File: config.mk
export PLATFORM = sky130hd
export DESIGN_NAME = lfrs_selector
export DESIGN_NICKNAME = d
export VERILOG_FILES = /design/src/core/lfrs_pkg.sv /design/src/core/lfrs_selector.sv /design/src/core/lfrs_class_decode.sv
export SDC_FILE = /design/constraint.sdc
export NUM_CORES = 1
export LEC_CHECK = 0
export BUFFER_PORTS_ARGS = -buffer_cell sky130_fd_sc_hd__buf_2
export CORE_ASPECT_RATIO = 0.7
export CORE_UTILIZATION = 53
export DETAILED_ROUTE_END_ITERATION = 8
export GPL_ROUTABILITY_DRIVEN = 0
export PLACE_DENSITY = 0.91
export REMOVE_ABC_BUFFERS = 1
export SLEW_MARGIN = 20
export SYNTH_ARGS = -nofsm -noshare
export SYNTH_HDL_FRONTEND = slang
export SYNTH_HIERARCHICAL = 1
export SYNTH_SLANG_ARGS = --single-unit
File: constraint.sdc
create_clock -name aclk -period 3.5 [get_ports aclk]
set_input_delay 0.7 -clock aclk [delete_from_list [all_inputs] [get_ports aclk]]
set_output_delay 0.7 -clock aclk [all_outputs]
set_load 0.02 [all_outputs]
File: src/core/lfrs_pkg.sv
/*
 * Constants shared by the fault-response selector: register map, field
 * layout, reset values, action codes, states and timing.
 * Assumes a 40 MHz clock and a 32-bit AXI4-Lite register bus.
 */
package lfrs_pkg;
	// Register byte addresses
	localparam logic [7:0] ADDR_CONFIG = 8'h00;
	localparam logic [7:0] ADDR_COMMAND = 8'h04;
	localparam logic [7:0] ADDR_FLAGS = 8'h08;
	localparam logic [7:0] ADDR_MASK = 8'h0c;
	localparam logic [7:0] ADDR_STATE = 8'h10;
	// Config field positions
	localparam int MOTOR_SEL_LSB = 0;
	localparam int HW_SEL_LSB = 4;
	localparam int SW_SEL_LSB = 8;
	localparam int RETRY_LIM_LSB = 12;
	localparam logic [31:0] CONFIG_RESET = 32'h0000_0000;
	localparam logic [31:0] CONFIG_MASK = 32'h0000_7777;
	// Command bits
	localparam int CMD_CLEAR_BIT = 0;
	localparam int CMD_RETRY_CLR_BIT = 1;
	// Flag bits
	localparam int NUM_FLAGS = 4;
	localparam int FLAG_MOTOR = 0;
	localparam int FLAG_HW = 1;
	localparam int FLAG_SW = 2;
	localparam int FLAG_LIMIT = 3;
	localparam logic [NUM_FLAGS-1:0] MASK_RESET = 4'h0;
	// Action select codes
	localparam logic [2:0] SEL_RETRY_FIRST = 3'h3;
	localparam logic [2:0] SEL_REPORT = 3'h6;
	localparam logic [2:0] SEL_IGNORE = 3'h7;
	// Output action kinds
	localparam logic [1:0] KIND_HIZ = 2'h0;
	localparam logic [1:0] KIND_LS = 2'h1;
	localparam logic [1:0] KIND_HS = 2'h2;
	// Bus responses
	localparam logic [1:0] RESP_OKAY = 2'h0;
	localparam logic [1:0] RESP_SLVERR = 2'h2;
	// Timing
	localparam int CLK_MHZ = 40;
	localparam int LOCK_RETRY_TIME_US = 100000;
	localparam int LOCK_RETRY_CYCLES = LOCK_RETRY_TIME_US * CLK_MHZ;

	typedef enum logic [2:0]
	{
		ST_RUN = 3'h1,
		ST_RETRY = 3'h2,
		ST_LATCH = 3'h4
	} lfrs_state_e;
endpackage : lfrs_pkg

File: src/core/lfrs_selector.sv
/*
 * Fault-response selector: three fault classes, action selection, latch and
 * retry recovery, retry limit, fault pin, flags and interrupt, AXI4-Lite slave.
 * Assumes fault inputs synchronous to aclk and a single AXI4-Lite master.
 */
// Added by the designer: the AXI4-Lite interface to the registers and the address map.
`timescale 1ns/1ps
`default_nettype none
module lfrs_selector
	import lfrs_pkg::*;
#(
	parameter int RETRY_CYCLES = LOCK_RETRY_CYCLES
)
(
	input  wire logic        aclk,
	input  wire logic        aresetn,
	input  wire logic [7:0]  s_axi_awaddr,
	input  wire logic        s_axi_awvalid,
	output logic             s_axi_awready,
	input  wire logic [31:0] s_axi_wdata,
	input  wire logic [3:0]  s_axi_wstrb,
	input  wire logic        s_axi_wvalid,
	output logic             s_axi_wready,
	output logic [1:0]       s_axi_bresp,
	output logic             s_axi_bvalid,
	input  wire logic        s_axi_bready,
	input  wire logic [7:0]  s_axi_araddr,
	input  wire logic        s_axi_arvalid,
	output logic             s_axi_arready,
	output logic [31:0]      s_axi_rdata,
	output logic [1:0]       s_axi_rresp,
	output logic             s_axi_rvalid,
	input  wire logic        s_axi_rready,
	input  wire logic        regulator_overcurrent,
	input  wire logic        abnormal_speed,
	input  wire logic        no_motor,
	input  wire logic        abnormal_bemf,
	input  wire logic        hw_limit_exceeded,
	input  wire logic        sw_limit_exceeded,
	output logic [2:0]       phase_hs_on,
	output logic [2:0]       phase_ls_on,
	output logic             stage_hiz,
	output logic             core_disable,
	output logic             fault_indicator_n,
	output logic             irq
);
	// Retry wait needs a cycle
	if (RETRY_CYCLES < 1)
	begin : g_bad_retry
		$error("RETRY_CYCLES must be at least one");
	end

	logic [31:0]          config_reg;
	logic [NUM_FLAGS-1:0] controller_fault_flags;
	logic [NUM_FLAGS-1:0] mask;
	logic [2:0]           retry_count;
	logic [31:0]          retry_timer;
	logic [1:0]           kind;
	lfrs_state_e          state;

	// Bus decode
	wire logic        wr_go;
	wire logic        rd_go;
	wire logic [31:0] byte_mask;
	wire logic [31:0] next_config;
	wire logic        wr_config;
	wire logic        wr_command;
	wire logic        wr_flags;
	wire logic        wr_mask;
	wire logic        wr_hit;
	wire logic        rd_hit;
	wire logic [31:0] state_word;
	wire logic [31:0] rd_word;
	wire logic        clear_fault_cmd;
	wire logic        retry_counter_clear;

	assign s_axi_awready = s_axi_awvalid && s_axi_wvalid && !s_axi_bvalid;
	assign s_axi_wready = s_axi_awready;
	assign s_axi_arready = !s_axi_rvalid;
	assign wr_go = s_axi_awready;
	assign rd_go = s_axi_arvalid && s_axi_arready;
	assign byte_mask = {{8{s_axi_wstrb[3]}}, {8{s_axi_wstrb[2]}},
		{8{s_axi_wstrb[1]}}, {8{s_axi_wstrb[0]}}};
	assign next_config = ((config_reg & ~byte_mask) | (s_axi_wdata & byte_mask)) & CONFIG_MASK;
	assign wr_config = wr_go && (s_axi_awaddr == ADDR_CONFIG);
	assign wr_command = wr_go && (s_axi_awaddr == ADDR_COMMAND) && s_axi_wstrb[0];
	assign wr_flags = wr_go && (s_axi_awaddr == ADDR_FLAGS) && s_axi_wstrb[0];
	assign wr_mask = wr_go && (s_axi_awaddr == ADDR_MASK) && s_axi_wstrb[0];
	assign wr_hit = (s_axi_awaddr == ADDR_CONFIG) || (s_axi_awaddr == ADDR_COMMAND)
		|| (s_axi_awaddr == ADDR_FLAGS) || (s_axi_awaddr == ADDR_MASK)
		|| (s_axi_awaddr == ADDR_STATE);
	assign rd_hit = (s_axi_araddr == ADDR_CONFIG) || (s_axi_araddr == ADDR_COMMAND)
		|| (s_axi_araddr == ADDR_FLAGS) || (s_axi_araddr == ADDR_MASK)
		|| (s_axi_araddr == ADDR_STATE);
	assign clear_fault_cmd = wr_command && s_axi_wdata[CMD_CLEAR_BIT];
	assign retry_counter_clear = wr_command && s_axi_wdata[CMD_RETRY_CLR_BIT];
	assign state_word = {14'h0, fault_indicator_n, regulator_overcurrent, 5'h0,
		retry_count, 2'h0, kind, 1'h0, state};
	assign rd_word = (s_axi_araddr == ADDR_CONFIG) ? config_reg :
		(s_axi_araddr == ADDR_FLAGS) ? {28'h0, controller_fault_flags} :
		(s_axi_araddr == ADDR_MASK) ? {28'h0, mask} :
		(s_axi_araddr == ADDR_STATE) ? state_word : 32'h0;

	// Fault classes
	wire logic       motor_lock_fault;
	wire logic [2:0] motor_lock_action_sel;
	wire logic [2:0] hw_current_limit_action_sel;
	wire logic [2:0] sw_current_limit_action_sel;
	wire logic [2:0] retry_limit;
	wire logic [2:0] c_latch;
	wire logic [2:0] c_retry;
	wire logic [2:0] c_report;
	wire logic [1:0] c_kind [3];

	assign motor_lock_fault = abnormal_speed || no_motor || abnormal_bemf;
	assign motor_lock_action_sel = config_reg[MOTOR_SEL_LSB +: 3];
	assign hw_current_limit_action_sel = config_reg[HW_SEL_LSB +: 3];
	assign sw_current_limit_action_sel = config_reg[SW_SEL_LSB +: 3];
	assign retry_limit = config_reg[RETRY_LIM_LSB +: 3];

	lfrs_class_decode u_motor (.cond(motor_lock_fault), .sel(motor_lock_action_sel),
		.act_latch(c_latch[0]), .act_retry(c_retry[0]), .act_report(c_report[0]),
		.kind(c_kind[0]));
	lfrs_class_decode u_hw (.cond(hw_limit_exceeded), .sel(hw_current_limit_action_sel),
		.act_latch(c_latch[1]), .act_retry(c_retry[1]), .act_report(c_report[1]),
		.kind(c_kind[1]));
	lfrs_class_decode u_sw (.cond(sw_limit_exceeded), .sel(sw_current_limit_action_sel),
		.act_latch(c_latch[2]), .act_retry(c_retry[2]), .act_report(c_report[2]),
		.kind(c_kind[2]));

	wire logic       any_latch;
	wire logic       any_retry;
	wire logic [1:0] latch_kind;
	wire logic [1:0] retry_kind;
	wire logic       timer_done;
	wire logic       limit_hit;
	wire logic [2:0] count_inc;

	assign any_latch = |c_latch;
	assign any_retry = |c_retry;
	assign latch_kind = c_latch[0] ? c_kind[0] : c_latch[1] ? c_kind[1] : c_kind[2];
	assign retry_kind = c_retry[0] ? c_kind[0] : c_retry[1] ? c_kind[1] : c_kind[2];
	assign timer_done = (retry_timer == 32'(RETRY_CYCLES - 1));
	assign count_inc = (retry_count == 3'h7) ? retry_count : retry_count + 3'h1;
	assign limit_hit = (retry_limit != 3'h0) && (count_inc >= retry_limit);

	lfrs_state_e next_state;
	logic [1:0]  next_kind;
	logic [31:0] next_timer;
	logic        next_limit_flag;

	always_comb
	begin
		next_state = state;
		next_kind = kind;
		next_timer = retry_timer;
		next_limit_flag = 1'b0;
		case (state)
			ST_RUN:
			begin
				if (any_latch)
				begin
					next_state = ST_LATCH;
					next_kind = latch_kind;
				end
				else if (any_retry)
				begin
					next_state = ST_RETRY;
					next_kind = retry_kind;
					next_timer = 32'h0;
				end
			end
			ST_RETRY:
			begin
				if (any_latch)
				begin
					next_state = ST_LATCH;
					next_kind = latch_kind;
				end
				else if (any_retry)
					next_timer = 32'h0;
				else if (timer_done)
				begin
					next_state = limit_hit ? ST_LATCH : ST_RUN;
					next_limit_flag = limit_hit;
				end
				else
					next_timer = retry_timer + 32'h1;
			end
			ST_LATCH:
			begin
				if (clear_fault_cmd && !any_latch)
					next_state = ST_RUN;
			end
			default:
				next_state = ST_RUN;
		endcase
	end

	wire logic       acting;
	wire logic [2:0] next_hs;
	wire logic [2:0] next_ls;
	wire logic [NUM_FLAGS-1:0] flag_set;

	assign acting = (next_state != ST_RUN);
	assign next_hs = (acting && next_kind == KIND_HS && !regulator_overcurrent) ? 3'h7 : 3'h0;
	assign next_ls = (acting && next_kind == KIND_LS && !regulator_overcurrent) ? 3'h7 : 3'h0;
	assign flag_set = {next_limit_flag, c_report};

	always_ff @(posedge aclk)
	begin
		if (!aresetn)
		begin
			state <= ST_RUN;
			kind <= KIND_HIZ;
			retry_timer <= 32'h0;
			retry_count <= 3'h0;
		end
		else
		begin
			state <= next_state;
			kind <= next_kind;
			retry_timer <= next_timer;
			if (retry_counter_clear)
				retry_count <= 3'h0;
			else if (state == ST_RETRY && !any_latch && !any_retry && timer_done)
				retry_count <= count_inc;
		end
	end

	always_ff @(posedge aclk)
	begin
		if (!aresetn)
		begin
			phase_hs_on <= 3'h0;
			phase_ls_on <= 3'h0;
			stage_hiz <= 1'b0;
			core_disable <= 1'b0;
			fault_indicator_n <= 1'b1;
		end
		else
		begin
			phase_hs_on <= next_hs;
			phase_ls_on <= next_ls;
			stage_hiz <= regulator_overcurrent || (acting && next_kind == KIND_HIZ);
			core_disable <= regulator_overcurrent;
			fault_indicator_n <= !(acting || (|c_report));
		end
	end

	always_ff @(posedge aclk)
	begin
		if (!aresetn)
		begin
			config_reg <= CONFIG_RESET;
			mask <= MASK_RESET;
			controller_fault_flags <= '0;
			irq <= 1'b0;
		end
		else
		begin
			if (wr_config)
				config_reg <= next_config;
			if (wr_mask)
				mask <= s_axi_wdata[NUM_FLAGS-1:0];
			controller_fault_flags <= flag_set | (controller_fault_flags
				& ~(wr_flags ? s_axi_wdata[NUM_FLAGS-1:0] : '0));
			irq <= |(controller_fault_flags & mask);
		end
	end

	always_ff @(posedge aclk)
	begin
		if (!aresetn)
		begin
			s_axi_bvalid <= 1'b0;
			s_axi_bresp <= RESP_OKAY;
			s_axi_rvalid <= 1'b0;
			s_axi_rresp <= RESP_OKAY;
			s_axi_rdata <= 32'h0;
		end
		else
		begin
			if (wr_go)
			begin
				s_axi_bvalid <= 1'b1;
				s_axi_bresp <= wr_hit ? RESP_OKAY : RESP_SLVERR;
			end
			else if (s_axi_bready)
				s_axi_bvalid <= 1'b0;
			if (rd_go)
			begin
				s_axi_rvalid <= 1'b1;
				s_axi_rdata <= rd_word;
				s_axi_rresp <= rd_hit ? RESP_OKAY : RESP_SLVERR;
			end
			else if (s_axi_rready)
				s_axi_rvalid <= 1'b0;
		end
	end

	regoc_hiz_a: assert property (@(posedge aclk) disable iff (!aresetn)
		regulator_overcurrent |=> stage_hiz && core_disable && phase_hs_on == 3'h0
			&& phase_ls_on == 3'h0)
		else $error("regulator overcurrent did not force Hi-Z");
	lock_detect_a: assert property (@(posedge aclk) disable iff (!aresetn)
		(abnormal_bemf && motor_lock_action_sel == 3'h0) |=> state == ST_LATCH)
		else $error("back-EMF lock did not latch");
	ignore_code_a: assert property (@(posedge aclk) disable iff (!aresetn)
		(state == ST_RUN && motor_lock_action_sel == SEL_IGNORE && !hw_limit_exceeded
			&& !sw_limit_exceeded) |=> state == ST_RUN
			&& !$rose(controller_fault_flags[FLAG_MOTOR]))
		else $error("ignored motor lock took action");
	hw_report_a: assert property (@(posedge aclk) disable iff (!aresetn)
		(hw_limit_exceeded && hw_current_limit_action_sel == SEL_REPORT)
			|=> controller_fault_flags[FLAG_HW] && !fault_indicator_n)
		else $error("report-only hardware limit not reported");
	sw_retry_a: assert property (@(posedge aclk) disable iff (!aresetn)
		(state == ST_RUN && sw_limit_exceeded && sw_current_limit_action_sel == 3'h4
			&& !any_latch && !c_retry[0] && !c_retry[1] && !regulator_overcurrent)
			|=> state == ST_RETRY && phase_ls_on == 3'h7)
		else $error("software limit retry brake wrong");
	latch_hold_a: assert property (@(posedge aclk) disable iff (!aresetn)
		(state == ST_LATCH && !clear_fault_cmd) |=> state == ST_LATCH)
		else $error("latched fault released without clear");
	latch_first_a: assert property (@(posedge aclk) disable iff (!aresetn)
		(state != ST_LATCH && any_latch && any_retry)
			|=> state == ST_LATCH && kind == $past(latch_kind))
		else $error("latched fault lost priority");
	limit_latch_a: assert property (@(posedge aclk) disable iff (!aresetn)
		(state == ST_RETRY && !any_latch && !any_retry && timer_done && limit_hit)
			|=> state == ST_LATCH && controller_fault_flags[FLAG_LIMIT])
		else $error("retry limit did not latch");
	pin_low_a: assert property (@(posedge aclk) disable iff (!aresetn)
		(state != ST_RUN) |-> !fault_indicator_n)
		else $error("actionable fault not on fault pin");
	brake_side_a: assert property (@(posedge aclk) disable iff (!aresetn)
		(next_state == ST_LATCH && next_kind == KIND_HS && !regulator_overcurrent)
			|=> phase_hs_on == 3'h7 && phase_ls_on == 3'h0)
		else $error("high-side brake pattern wrong");
endmodule : lfrs_selector
`default_nettype wire

File: src/core/lfrs_class_decode.sv
/*
 * Decodes one fault class: condition plus three-bit action select into
 * latched, retry, report and output kind.
 * Assumes the condition is already synchronous to the clock.
 */
`timescale 1ns/1ps
`default_nettype none
module lfrs_class_decode
	import lfrs_pkg::*;
(
	input  wire logic       cond,
	input  wire logic [2:0] sel,
	output logic            act_latch,
	output logic            act_retry,
	output logic            act_report,
	output logic [1:0]      kind
);
	wire logic is_latch_code;
	wire logic is_retry_code;
	wire logic [2:0] retry_base;

	assign is_latch_code = (sel < SEL_RETRY_FIRST);
	assign is_retry_code = (sel >= SEL_RETRY_FIRST) && (sel < SEL_REPORT);
	assign retry_base = sel - SEL_RETRY_FIRST;
	assign act_latch = cond && is_latch_code;
	assign act_retry = cond && is_retry_code;
	assign act_report = cond && (sel != SEL_IGNORE);
	assign kind = is_latch_code ? sel[1:0] : retry_base[1:0];
endmodule : lfrs_class_decode
`default_nettype wire

# == Word level (Yosys, flattened, before mapping) ==
# Cells that the tools add are included.
# totals
regBits,108
latchBits,0
ramBits,0
rom_bits,0
in_bits,65
word_cells,173
memories,0
# classes
n_addsub,5
mul,0
n_div,0
n_lt_le_gt_ge,10
eq_ne,23
n_shift,0
mux,43
bitwise,9
reduce_logical,65
# op_table
op,n
32-bit 2-to-1 mux,5
18-bit 2-to-1 mux,4
32-bit one-hot mux with 2 select lines,1
1-bit logical AND,34
"32-bit by 1-bit adder with 32-bit output, second input constant",1
"32-bit by 22-bit equality test with 1-bit output, second input constant",1
"8-bit by 4-bit equality test with 1-bit output, second input constant",4
15-bit AND,2
3-bit 2-to-1 mux,10
2-bit 2-to-1 mux,12
"8-bit by 3-bit equality test with 1-bit output, second input constant",2
"8-bit by 5-bit equality test with 1-bit output, second input constant",2
8-bit logical NOT,2
15-bit inverter,1
15-bit OR,1
1-bit logical OR,12
"3-bit inequality test, second input constant",4
"3-bit by 2-bit greater-or-equal comparator with 1-bit output, second input constant",3
"3-bit by 2-bit < comparator with 1-bit output, second input constant",3
"3-bit < comparator, second input constant",3
3-bit one-hot mux with 3 select lines,1
3-bit OR reduction,3
4-bit AND,2
1-bit 2-to-1 mux,8
22 further kinds,34

# == Logic depth before layout (Yosys ltp) ==
# Gate-level depths: netlist of run 1.
# depth
word_depth,13
depth_mapped,10
ltp_nobuf,10

# == Modules after synthesis ==
# The synthesis of run 1 kept the hierarchy.
# modules_own_cells
module,instances,cells_each,area_per_inst_um2,seq_area_each_um2
lfrs_selector,1,553,4590.7,1701.6
lfrs_class_decode,3,11,80.1,0.0

# == Worst setup path before layout of run 1 ==
# No wires, ideal clock.
# synth_path
kind,input to register
start,input port no_motor
end,register retry_timer[29]
arrival_ns,3.066
t_required_ns,3.430
slack_ns,0.364
stages,10
path_cell_list,or3_1 inv_1 a211oi_1 or3_1 buf_6 or4_4 nor4_4 a21oi_2 or3_1 a21oi_1
# synth_between
elab_cells_between_ends,14
classes_between,4 x eq/ne; 3 x mux; 7 x reduce/logical
# synth_rtl
item,line_no,rtl
start: declaration,lfrs_selector.sv:36,"input wire logic no_motor,"
1-bit logical OR (*) (2 in series),lfrs_selector.sv:115,assign motor_lock_fault = abnormal_speed || no_motor || abnormal_bemf;
1-bit logical AND (*),lfrs_class_decode.sv:25,assign act_latch = cond && is_latch_code;
net c_latch[0],lfrs_selector.sv:110,wire logic [2:0] c_latch;
3-bit OR reduction (*),lfrs_selector.sv:139,assign any_latch = |c_latch;
2-bit inequality test (no line),-,
5-bit AND reduction (no line) (*),-,
end signal: assignment,lfrs_selector.sv:223,retry_timer <= next_timer;
end: declaration,lfrs_selector.sv:57,logic [31:0] retry_timer;
# The timed path passes the listed nets; every way through them passes the cells marked *. The select of a mux whose other input is x is not followed.
# A chain may end at the register's enable or synchronous reset.

==> summary.md, run 1 <==
| Metric | Value |
|---|---|
| Final Util | `64.1%` |
| Via count | `4,850` |
| DRT iter0 DRCs | `558` |
| PwrDens | `408 nW/um2` |
| Clock H-tree levels | `3` |
| Peak supply drop | `0.310 mV` |
| Die X | `116 um` |
| Ys Warns | `6` |
| Layout cells sized above 1 | `18.1%` |
| Largest net degree at the start of global routing | `45` |
| Clk sink count | `85` |
| Sequential area share after synthesis | `35.2%` |
| Crit Path Category | `flop to flop` |
| First drt pass iteration count | `5` |
| Average wire per standard cell | `17.1 um` |
| Max_slew headroom | `48.3%` |
| Post-Place Cell Area | `5230 um2` |
| NumNets Final | `727` |
| Status | `finished, final reports clean` |
| CP arrival | `3.50 ns` |
| CP Capture Type | `flop` |
| Fmax | `302 MHz` |
| DP Wirelength | `9830 um` |
| Total Routing Usage GR | `29.7%` |
| Vias in the first global route | `4,453` |
| Leakage | `2.15 nW` |
| GRT Max-Usage Layer | `met2` |
| I/O Buffers | `75` |
| Placed Cells | `763` |
| Max-slew violation count | `0` |
| Hold Path Class | `flop to flop` |
| Root buffer cell | `clkbuf_16` |
| Layout area overhead | `14.8%` |
| Most frequent cells in the layout | `85 x dfxtp_1, 75 x buf_2, 73 x nand2_1` |
| Overflow left after global routing | `0` |
| Clk Latency, worst-skew pair | `0.35 ns` |
| Worst-margin pin slew | `0.771 ns` |
| Starting density of the core | `55.8%` |
| Fraction of registers with async set/reset | `0%` |
| CTS tree | `yes` |
| Via/cell ratio | `6.23` |
| PostCTS Resize Cnt | `0` |
| Commonest non-fill, non-tap cell in the layout | `dfxtp_1` |
| Period utilization | `94.7%` |
| Die area | `9510 um2` |
| GRT met3 Usage | `8.04%` |
| Synth Instances | `586` |
| Ant diodes | `0` |
| Design Area, Final | `5540 um2` |
| RSZ-0062 raised after global routing | `false` |
| Final setup fails | `0` |
| Syn avg cell area | `8.24 um2` |
| Minimum clock period | `3.31 ns` |
| CP Launch Type | `flop` |
| First-pass GRT wire length | `21,700 um` |
| Initial antenna violation count | `0` |
| Cts bufs inserted | `9` |
| Worst Path Max Fanout | `8` |
| Max Buffers Root-to-Sink | `2` |
| Antenna viol nets, final | `0` |
| Mapped cell area | `4830 um2` |
| Fin. Hold Viols | `0` |
| Core footprint | `8650 um2` |
| M2 GR Usage | `45.9%` |
| Primary FF master, synth | `dfxtp_1` |
| Number of max-cap violations | `0` |
| Synthesized flop and latch total | `85` |
| GR Util met1 | `39.5%` |
| Worst-path clk slew | `0.07 ns` |
| Final wirelength | `13,300 um` |
| Chip height | `81.9 um` |
| Clk_skew | `0.00947 ns` |
| EDFF count, synth | `0` |
| Hold Buf Count CTS | `0` |
| Total design power | `2.26 mW` |
| I/O Pins | `116` |
| Cell variety after synth | `66` |
| Worst hold slack | `0.465 ns` |
| Residual DRC | `0` |
| Setup bufs post-CTS | `0` |
| Worst EP required | `3.68 ns` |
| # rows | `28` |
| Non-filler instance count after layout | `779` |
## layer usage
| metal | vias to the layer above | wire length [um] |
|---|---|---|
| met4 | 0 | 211 |
| met3 | 31 | 1480 |
| met5 | - | 0 |
| met2 | 288 | 5880 |
| li1 | 2253 | - |
| met1 | 2278 | 5760 |
## per-stage QoR
step	setup slack, ns	setup TNS [ns]
finish	0.185	0
global route	0.0796	0
CTS	0.281	0
detailed placement	0.107	0
global placement	0.156	0
floorplan	-0.259	-0.932
## kinds of logic after synthesis
logic type	synth area share, %
xor+xnor	0.907
buf+inv	6.94
simple gates	28.7
other cells	0.0776
flops	35.2
mux	5.62
compound gates	20.5
fa+ha+maj	2.07
## critical path, stage by stage (launching register included)
cell and delay (ns):
dfxtp_1 0.47, ha_1 0.23, a211oi_1 0.06, a211oi_1 0.62, nor3_2 0.20, nand2_1 0.20
nor4b_2 0.08, or4_1 0.49, and3_1 0.23, o41ai_1 0.56
## cell type report
cell class / instances / area [um2]
Fill cell: 693 / 3110
Inverter: 9 / 33.8
Clock buffer: 11 / 253
Timing Repair Buffer: 89 / 480
Multi-Input combinational cell: 460 / 2870
Tap cell: 120 / 150
Clock inverter: 5 / 58.8
Sequential cell: 85 / 1700
## path summary, 6_finish.rpt
| check | depth (start not counted) | end | slack, ns | from |
|---|---|---|---|---|
| hold / removal | 2 | s_axi_rdata[12]$_SDFFE_PN0P_ | 0.47 | s_axi_rdata[12]$_SDFFE_PN0P_ |
| hold reg to reg | 2 | s_axi_rdata[12]$_SDFFE_PN0P_ | 0.47 | s_axi_rdata[12]$_SDFFE_PN0P_ |
| setup reg to reg | 9 | fault_indicator_n$_SDFF_PN1_ | 0.19 | flop |
| setup / recovery | 9 | fault_indicator_n$_SDFF_PN1_ | 0.19 | flop |
## power by group
group / switching (mW) / internal, mW / total [mW]
logic: 0.159 / 0.0885 / 0.248
registers: 0.0279 / 0.989 / 1.02
clock network: 0.407 / 0.592 / 0.998
total: 0.594 / 1.67 / 2.26
## synth_stat cells (12+ instances only)
cell type	n	share of area (%)
nor3_1	13	1.3
nand3_1	23	2.4
nor2_1	29	2.3
dfxtp_1	85	35
nor2b_1	19	2.5
nand2_1	73	5.7
mux2i_1	26	5.4
buf_4	28	4.4
a21oi_1	39	4.0
a21boi_0	13	2.0
o21ai_0	32	3.3
nand2b_1	14	1.8
clkbuf_1	19	1.5
or4_1	12	1.9
Note: power is estimated with default switching activity, not from simulation.
==> run 2: changes to the inputs <==
CORE_UTILIZATION = 49   (was 53)
PLACE_DENSITY = 0.89   (was 0.91)
clock period = 2.9 ns   (was 3.5 ns; I/O delays follow)
==> summary.md, run 2 (same netlist as run 1, synthesis figures left out) <==
| Metric | Value |
|---|---|
| Number of max-cap violations | `0` |
| Total Routing Usage GR | `27.6%` |
| I/O Buffers | `75` |
| Non-filler instance count after layout | `813` |
| Most frequent cells in the layout | `85 x dfxtp_1, 75 x buf_2, 72 x nand2_1` |
| Layout cells sized above 1 | `22.5%` |
| Layout area overhead | `21.4%` |
| Clock H-tree levels | `3` |
| Total design power | `2.94 mW` |
| Largest net degree at the start of global routing | `28` |
| Worst EP required | `3.12 ns` |
| First drt pass iteration count | `5` |
| Hold Buf Count CTS | `0` |
| DP Wirelength | `10,100 um` |
| I/O Pins | `116` |
| Period utilization | `96.5%` |
| Initial antenna violation count | `0` |
| Fin. Hold Viols | `0` |
| PwrDens | `501 nW/um2` |
| Clk_skew | `0.00532 ns` |
| Peak supply drop | `0.308 mV` |
| NumNets Final | `757` |
| CP Launch Type | `flop` |
| Placed Cells | `797` |
| Sequential cell area | `1700 um2` |
| Max Buffers Root-to-Sink | `2` |
| CP arrival | `3.02 ns` |
| Core footprint | `9330 um2` |
| Worst-margin pin slew | `0.695 ns` |
| Ant diodes | `0` |
| Crit Path Category | `flop to flop` |
| Overflow left after global routing | `0` |
| RSZ-0062 raised after global routing | `true` |
| Multi-input logic area | `2910 um2` |
| Die area | `10,300 um2` |
| Final wirelength | `13,800 um` |
| Max-slew violation count | `0` |
| DRT iter0 DRCs | `636` |
| Leakage | `2.36 nW` |
| Via/cell ratio | `6.12` |
| Starting density of the core | `51.8%` |
| Hold Path Class | `input port to flop` |
| Final Util | `62.9%` |
| Clk sink count | `85` |
| Max_slew headroom | `53.5%` |
| Chip height | `85.1 um` |
| Residual DRC | `0` |
| Clk Latency, worst-skew pair | `0.34 ns` |
| PostCTS Resize Cnt | `0` |
| First-pass GRT wire length | `22,300 um` |
| Worst-path clk slew | `0.06 ns` |
| Fmax | `357 MHz` |
| Post-route setup TNS | `0 ns` |
| Cts bufs inserted | `9` |
| Worst Path Max Fanout | `8` |
| Status | `finished, final reports clean` |
| Final setup fails | `0` |
| Die X | `121 um` |
| Root buffer cell | `clkbuf_16` |
| Setup bufs post-CTS | `0` |
| # rows | `29` |
| Average wire per standard cell | `17.0 um` |
| Post-Place Cell Area | `5460 um2` |
| CP Capture Type | `flop` |
| Antenna viol nets, final | `0` |
| Design Area, Final | `5870 um2` |
| CTS tree | `yes` |
| Commonest non-fill, non-tap cell in the layout | `dfxtp_1` |
| Vias in the first global route | `4,548` |
| Via count | `4,978` |
| Filler instances | `747` |
| Minimum clock period | `2.80 ns` |
==> run 2: cell types whose count changed in the layout (fill, tap and decap cells not counted), sizes merged <==
| cell | delta |
|---|---|
| clkbuf | -2 |
| clkinvlp | -1 |
| buf | +30 |
| bufinv | +3 |
==> run 2: metal layers <==
| layer | part of all wire (%) | GRT usage [%] | vias to the layer above |
|---|---|---|---|
| li1 | - | - | 2321 |
| met1 | 43 | 37.5 | 2343 |
| met2 | 45 | 43.1 | 282 |
| met3 | 10 | 7.26 | 32 |
| met4 | 1.5 | 7.74 | 0 |
| met5 | 0 | 0 | - |
==> run 2: final timing paths <==
check / from / endpoint / slack [ns] / cells past startpoint
worst max-delay path: flop / retry_timer[13]$_SDFFE_PN0P_ / 0.10 / 10
worst min-delay path: regulator_overcurrent / phase_hs_on[1]$_SDFF_PN0_ / 0.45 / 2
worst max register to register: flop / retry_timer[13]$_SDFFE_PN0P_ / 0.10 / 10
worst min register to register: s_axi_rdata[12]$_SDFFE_PN0P_ / s_axi_rdata[12]$_SDFFE_PN0P_ / 0.46 / 2
==> run 2: power breakdown <==
group	leakage, nW	switching, mW	internal [mW]
sequential	0.689	0.0320	1.19
clock	0.175	0.479	0.925
combinational	1.50	0.197	0.111
==> run 2: final cells by class <==
type	instances	area share (%)
clock inverter	7	2.35
sequential	85	29.0
clock buffer	9	3.84
timing repair buffer	119	12.0
multi-input combinational	460	49.6
inverter	9	0.576
tap	124	2.65
==> run 2: critical path: stages (launching register included) <==
cell and delay, ns:
dfxtp_1 0.32, ha_1 0.21, a211oi_1 0.23, a211oi_1 0.09, buf_4 0.17, nor3_4 0.21
nand2_2 0.11, or4b_4 0.57, a22oi_2 0.40, nor4_2 0.10, a211o_1 0.26
==> run 2: through the flow <==
stage	hold WS [ns]	worst slack, ns
floorplan	0.439	-0.739
detailed placement	0.453	-0.277
finish	0.448	0.102
global placement	0.439	-0.228
CTS	0.437	0.0251
global route	0.453	-0.0253
